`config.mk`:
```
export PLATFORM = sky130hd
export DESIGN_NAME = djkff_top
export DESIGN_NICKNAME = d
export VERILOG_FILES = /design/src/rtl/djkff_pkg.sv /design/src/rtl/djkff_cell.sv /design/src/rtl/djkff_top.sv
export SDC_FILE = /design/constraint.sdc
export NUM_CORES = 1
export LEC_CHECK = 0
export ABC_AREA = 1
export ABC_CLOCK_PERIOD_IN_PS = 1100
export BUFFER_PORTS_ARGS = -buffer_cell sky130_fd_sc_hd__buf_2
export CORE_AREA = 2 2 39 41
export DETAILED_ROUTE_END_ITERATION = 10
export DIE_AREA = 0 0 41 43
export PLACE_DENSITY_LB_ADDON = 0.12
export RECOVER_POWER = 50
export SLEW_MARGIN = 30
export SYNTH_ARGS = -nofsm -noshare
export SYNTH_HDL_FRONTEND = slang
export SYNTH_SLANG_ARGS = --single-unit
```
`constraint.sdc`:
```
create_clock -name core_clk_in -period 1.1 [get_ports core_clk_in]
set_input_delay 0.11 -clock core_clk_in [delete_from_list [all_inputs] [get_ports core_clk_in]]
set_output_delay 0.11 -clock core_clk_in [all_outputs]
set_load 0.05 [all_outputs]
```
`src/rtl/djkff_pkg.sv`:
```
// Purpose: Shared constants and types for the dual J-K flip-flop block
// Assumes: All inputs are synchronous to core_clk_in
// Notes:   Build options select which asynchronous inputs exist

package djkff_pkg;

	// ===========================================================
	// Build options
	// ===========================================================
	// Bit 0 enables the clear input, bit 1 enables the preset input
	typedef enum logic [1:0]
	{
		DJKFF_OPT_CLEAR  = 2'b01,
		DJKFF_OPT_PRESET = 2'b10,
		DJKFF_OPT_BOTH   = 2'b11
	} djkff_opt_e;

	localparam int DJKFF_OPT_CLEAR_BIT  = 0;
	localparam int DJKFF_OPT_PRESET_BIT = 1;

	// ===========================================================
	// Synchronous actions on a falling edge_clock
	// ===========================================================
	typedef enum logic [1:0]
	{
		DJKFF_ACT_HOLD   = 2'b00,
		DJKFF_ACT_RESET  = 2'b01,
		DJKFF_ACT_SET    = 2'b10,
		DJKFF_ACT_TOGGLE = 2'b11
	} djkff_act_e;

	// ===========================================================
	// Reset values and levels
	// ===========================================================
	localparam logic DJKFF_TRUE_RST  = 1'b0;
	localparam logic DJKFF_COMP_RST  = 1'b1;
	localparam logic DJKFF_CLK_RST   = 1'b0;
	localparam logic DJKFF_INACTIVE  = 1'b1;
	localparam int   DJKFF_NUM_FLOPS = 2;

endpackage

```
`src/rtl/djkff_cell.sv`:
```
// Purpose: One J-K storage cell with forced preset and clear
// Assumes: fall_in is a one-cycle strobe for a falling edge_clock
// Notes:   Both outputs are flip-flops; forcing acts on the next core clock

`timescale 1ns/1ps

module djkff_cell
	import djkff_pkg::*;
(
	// Clock and reset
	input  wire logic core_clk_in,
	input  wire logic rst_in,
	// Synchronous controls
	input  wire logic fall_in,
	input  wire logic set_input_in,
	input  wire logic reset_input_in,
	// Effective asynchronous controls, active low
	input  wire logic async_set_n_in,
	input  wire logic async_clear_n_in,
	// Outputs
	output logic      true_out,
	output logic      comp_out
);

	djkff_act_e act;
	logic       prior_state;
	logic       next_true;
	logic       next_comp;
	wire        force_set;
	wire        force_clear;
	wire        force_both;

	// Decode of the forcing inputs
	assign force_set   = !async_set_n_in && async_clear_n_in;
	assign force_clear = async_set_n_in && !async_clear_n_in;
	assign force_both  = !async_set_n_in && !async_clear_n_in;
	assign prior_state = true_out;

	// Action selected by set_input and reset_input
	always_comb
	begin
		act = djkff_act_e'({set_input_in, reset_input_in});
	end

	// Next output levels
	always_comb
	begin
		next_true = true_out;
		next_comp = comp_out;
		if (force_both)
		begin
			next_true = 1'b1;
			next_comp = 1'b1;
		end
		else if (force_set)
		begin
			next_true = 1'b1;
			next_comp = 1'b0;
		end
		else if (force_clear)
		begin
			next_true = 1'b0;
			next_comp = 1'b1;
		end
		else if (fall_in)
		begin
			case (act)
				DJKFF_ACT_HOLD:   next_true = prior_state;
				DJKFF_ACT_RESET:  next_true = 1'b0;
				DJKFF_ACT_SET:    next_true = 1'b1;
				DJKFF_ACT_TOGGLE: next_true = !prior_state;
				default:          next_true = prior_state;
			endcase
			next_comp = !next_true;
		end
		else
		begin
			// Leaving the both-low state restores a proper complement
			next_comp = !true_out;
		end
	end

	// Output registers
	always_ff @(posedge core_clk_in or posedge rst_in)
	begin
		if (rst_in)
		begin
			true_out <= DJKFF_TRUE_RST;
			comp_out <= DJKFF_COMP_RST;
		end
		else
		begin
			true_out <= next_true;
			comp_out <= next_comp;
		end
	end

endmodule

```
`src/rtl/djkff_top.sv`:
```
// Purpose: Dual negative-edge J-K flip-flop with preset and clear
// Assumes: edge_clock and all other inputs are synchronous to core_clk_in
// Notes:   Edges of edge_clock are found by sampling; outputs lag one cycle

`timescale 1ns/1ps

// Overview of operation
// - Two flops share no control input
// - Preset low alone forces true high
// - Both low gives both outputs high
// - Without forcing, state changes only on falling edge_clock
// - Falling edge: hold, set or reset
// - Both inputs high toggles every falling edge
// - Clock high accepts inputs, outputs unchanged
// - Build with clear, preset, or both
// - Hold keeps prior state; complement tracks
module djkff_top
	import djkff_pkg::*;
#(
	parameter djkff_pkg::djkff_opt_e BUILD = djkff_pkg::DJKFF_OPT_BOTH
)
(
	// Clock and reset
	input  wire logic core_clk_in,
	input  wire logic rst_in,
	// Flip-flop A inputs
	input  wire logic a_edge_clock_in,
	input  wire logic a_set_input_in,
	input  wire logic a_reset_input_in,
	input  wire logic a_async_set_n_in,
	input  wire logic a_async_clear_n_in,
	// Flip-flop B inputs
	input  wire logic b_edge_clock_in,
	input  wire logic b_set_input_in,
	input  wire logic b_reset_input_in,
	input  wire logic b_async_set_n_in,
	input  wire logic b_async_clear_n_in,
	// Flip-flop A outputs
	output logic      a_true_out,
	output logic      a_comp_out,
	// Flip-flop B outputs
	output logic      b_true_out,
	output logic      b_comp_out
);

	// ===========================================================
	// Input gathering
	// ===========================================================
	logic [1:0] prev_clk;
	wire  [1:0] edge_clock;
	wire  [1:0] set_input;
	wire  [1:0] reset_input;
	wire  [1:0] raw_set_n;
	wire  [1:0] raw_clear_n;
	wire  [1:0] eff_set_n;
	wire  [1:0] eff_clear_n;
	wire  [1:0] fall;
	wire  [1:0] true_q;
	wire  [1:0] comp_q;
	wire        has_preset;
	wire        has_clear;

	// Per-flop input vectors, nothing shared across flops
	// separate controls
	assign edge_clock  = {b_edge_clock_in, a_edge_clock_in};
	assign set_input   = {b_set_input_in, a_set_input_in};
	assign reset_input = {b_reset_input_in, a_reset_input_in};
	assign raw_set_n   = {b_async_set_n_in, a_async_set_n_in};
	assign raw_clear_n = {b_async_clear_n_in, a_async_clear_n_in};

	// Build option strips absent forcing inputs
	// build options
	assign has_preset  = BUILD[DJKFF_OPT_PRESET_BIT];
	assign has_clear   = BUILD[DJKFF_OPT_CLEAR_BIT];

	// ===========================================================
	// Edge detection of edge_clock
	// ===========================================================
	// Last sampled level of each edge_clock
	always_ff @(posedge core_clk_in or posedge rst_in)
	begin
		if (rst_in)
			prev_clk <= {DJKFF_NUM_FLOPS{DJKFF_CLK_RST}};
		else
			prev_clk <= edge_clock;
	end

	// ===========================================================
	// Per-flop storage
	// ===========================================================
	genvar ch;
	generate
		for (ch = 0; ch < DJKFF_NUM_FLOPS; ch = ch + 1)
		begin : g_flop
			// Absent inputs read as inactive
			assign eff_set_n[ch]   = has_preset ? raw_set_n[ch] : DJKFF_INACTIVE;
			assign eff_clear_n[ch] = has_clear ? raw_clear_n[ch] : DJKFF_INACTIVE;

			// Only a high-to-low step of edge_clock counts
			// falling edge
			assign fall[ch] = prev_clk[ch] && !edge_clock[ch];

			djkff_cell u_cell
			(
				.core_clk_in      (core_clk_in),
				.rst_in           (rst_in),
				.fall_in          (fall[ch]),
				.set_input_in     (set_input[ch]),
				.reset_input_in   (reset_input[ch]),
				.async_set_n_in   (eff_set_n[ch]),
				.async_clear_n_in (eff_clear_n[ch]),
				.true_out         (true_q[ch]),
				.comp_out         (comp_q[ch])
			);
		end
	endgenerate

	// Output mapping straight from the cell registers
	assign a_true_out = true_q[0];
	assign a_comp_out = comp_q[0];
	assign b_true_out = true_q[1];
	assign b_comp_out = comp_q[1];

	wire [1:0] idle;
	assign idle = eff_set_n & eff_clear_n;
endmodule

```
==> impl_metrics.ini <==
[run_status]
status = finished, final reports clean

[yosys]
yosys_warnings = 0
synth.avg_cell_area_sq_um = 8.008
yosys_register_bits = 6
synthTopCellsByArea = dfrtp_1 36%, dfstp_2 19%, inv_1 12%, nand2_1 11%, nand3_1 7.1%
syn-num-nets = 47
yosys.area.top_type = dfrtp_1
synth_most_common_cell = inv_1
yosysTopAreaCellShare_pct = 35.71
syn_area_sq_um = 280.3
synthesis.instances = 35
synth_ff_type = dfrtp_1
async_reset_ff_share_pct = 100.0
synth_common_cells = 9 x inv_1, 8 x nand2_1, 4 x dfrtp_1, 4 x nand3_1, 3 x nor2_1
seq_area_frac_synth_pct = 54.46
synth_cell_types = 10
synth_edf_count = 0

[power]
leakage_nw = 0.2414
powerDensity_mw_per_mm2 = 1387
ir_worst_vdd_mv = 0.8261
p_total_mw = 0.6023

[clock_tree]
cts_max_level = 1
insertion_delay_ns = 0.25
clk_pin_slew_worst_paths_ns = 0.05
cts_buffer_depth = 2
cts_sinks = 6
cts_root_buffer = clkbuf_4
cts_buffers = 3
postCtsSetupRepairBufs = 0
cts_tree = done

[drt]
routedWlPerCell_um = 7.370
totalWireLength_um = 538
highest-signal-layer = met4
dr_wl_met2_um = 261
wl_met1_um = 227
vias = 281
wl_met3_um = 37
ant_nets = 0
drc = 0
vias_per_cell = 3.849
dr.pass1.iters = 2
drt_iter0_drc = 3

[floorplan]
io_pins = 16
fp-row-count = 14
dieHeight_um = 43
die_x_um = 41
core_area_sq_mm = 0.001384
die-area_sq_mm = 0.001763
start_util_pct = 20.25

[sta]
tightest_slew_ns = 0.2490
post-route-period-util_pct = 95.68
hold_viol = 0
rsz0062_at_grt = no
finalCriticalPeriod_ns = 1.052
fin_ws_ns = 0.04754
hold_slack_ns = 0.05830
fin_skew_ns = 0.004730
fin_setup_tns_ns = 0
slew_violations = 0
slew_headroom_pct = 83.52
fmax_ghz = 0.9502
setup_violations = 0

[layout]
stdcell_area_sq_um = 434.2
fillers = 144
antenna_cells = 0
drive_gt1_share_pct = 36.84
final_cells = 73
final_nets = 70
syn_to_final_growth_pct = 54.91
fin_util_pct = 31.37

[placement]
hpwl_um = 428.9
globalplace.congestion = 0.7329
placed_area_sq_um = 375.4
post-place-ws_ns = 0.2383
place_inst = 66
port_buffers = 15

[setup_path]
cp_top_family = flip-flops
start_kind = flip-flop
worstPathMaxFanout = 1
critPathCaptureType = output port
cp_slowest_cell = dfstp_2
cp.arrival_ns = 0.94
cpPeakStageDelay_ns = 0.51
critPathKind = flip-flop to output port
path_buf_inv = 1
cp_cell_sequence = buf_4
critPathRequiredTime_ns = 0.99

[global_route]
antenna_found_initial = 0
grt_usage_pct = 8.097
grt_pass1_vias = 238
grt_max_degree = 7
grt_pass1_wl_um = 883
grt-ovfl-total = 0

[job]
cap_violations = 0

[hold_path]
hp-class = primary input to flip-flop
-- cell type report --
cell class	instances	area, sq um	area share, %
flip-flops and latches	6	152.6	35.16
repair buffers	18	107.6	24.78
multi-input cells	20	93.84	21.61
inverters	9	33.78	7.781
clock buffers	4	26.28	6.052
well taps	16	20.02	4.611
-- state kept, by name (all words and copies together), names as in the netlist --
signal and cells:
g_flop.u_cell.comp_out 2, prev_clk 2, g_flop.u_cell.true_out 2
-- cell families after synthesis --
kind of cell	synth area share, %
and+or+nand+nor	29.91
buffers and inverters	12.05
DFF	54.47
AOI/OAI and AO/OA	3.572
-- report_power, final --
| part | switching, mW | internal (mW) |
|---|---|---|
| Clock | 0.0817 | 0.138 |
| Sequential | 0.00865 | 0.243 |
| Combinational | 0.0836 | 0.0478 |
| Total | 0.174 | 0.428 |
-- final timing paths --
check	cells after the start	end	slack [ns]	startpoint
max	1	b_comp_out	0.05	g_flop[1].u_cell.comp_out
min	2	g_flop[1].u_cell.true_out	0.06	b_async_set_n_in
max reg2reg	4	g_flop[1].u_cell.true_out	0.25	g_flop[1].u_cell.true_out
min reg2reg	3	g_flop[1].u_cell.true_out	0.58	prev_clk[1]
max in group asynchronous	3	g_flop[0].u_cell.comp_out	0.54	rst_in
min in group asynchronous	3	g_flop[1].u_cell.true_out	0.31	rst_in
-- timing repair --
action	in CTS	in global routing
gates resized for setup	2	0
endpoints found under the setup margin	2	0
hold endpoints to repair	6	0
hold buffers	3	0
-- layer usage --
layer | vias to the layer above | global-route usage (%)
li1 | 147 | -
met1 | 124 | 8.911
met2 | 8 | 10.00
met3 | 2 | 6.283
met4 | 0 | 6.000
met5 | - | 0
-- placed cells by master, fill, tap and decap left out --
master,instances
clkbuf_1,3
nand2_1,8
o21ai_0,2
clkbuf_4,3
nand3_2,1
nor2_1,3
buf_2,11
dfrtp_1,4
dlygate4sd3_1,3
nand3_1,4
inv_1,9
buf_4,2
or2_2,1
nand2_2,1
dfstp_2,2
No activity file was read; power rests on OpenSTA's default activity.
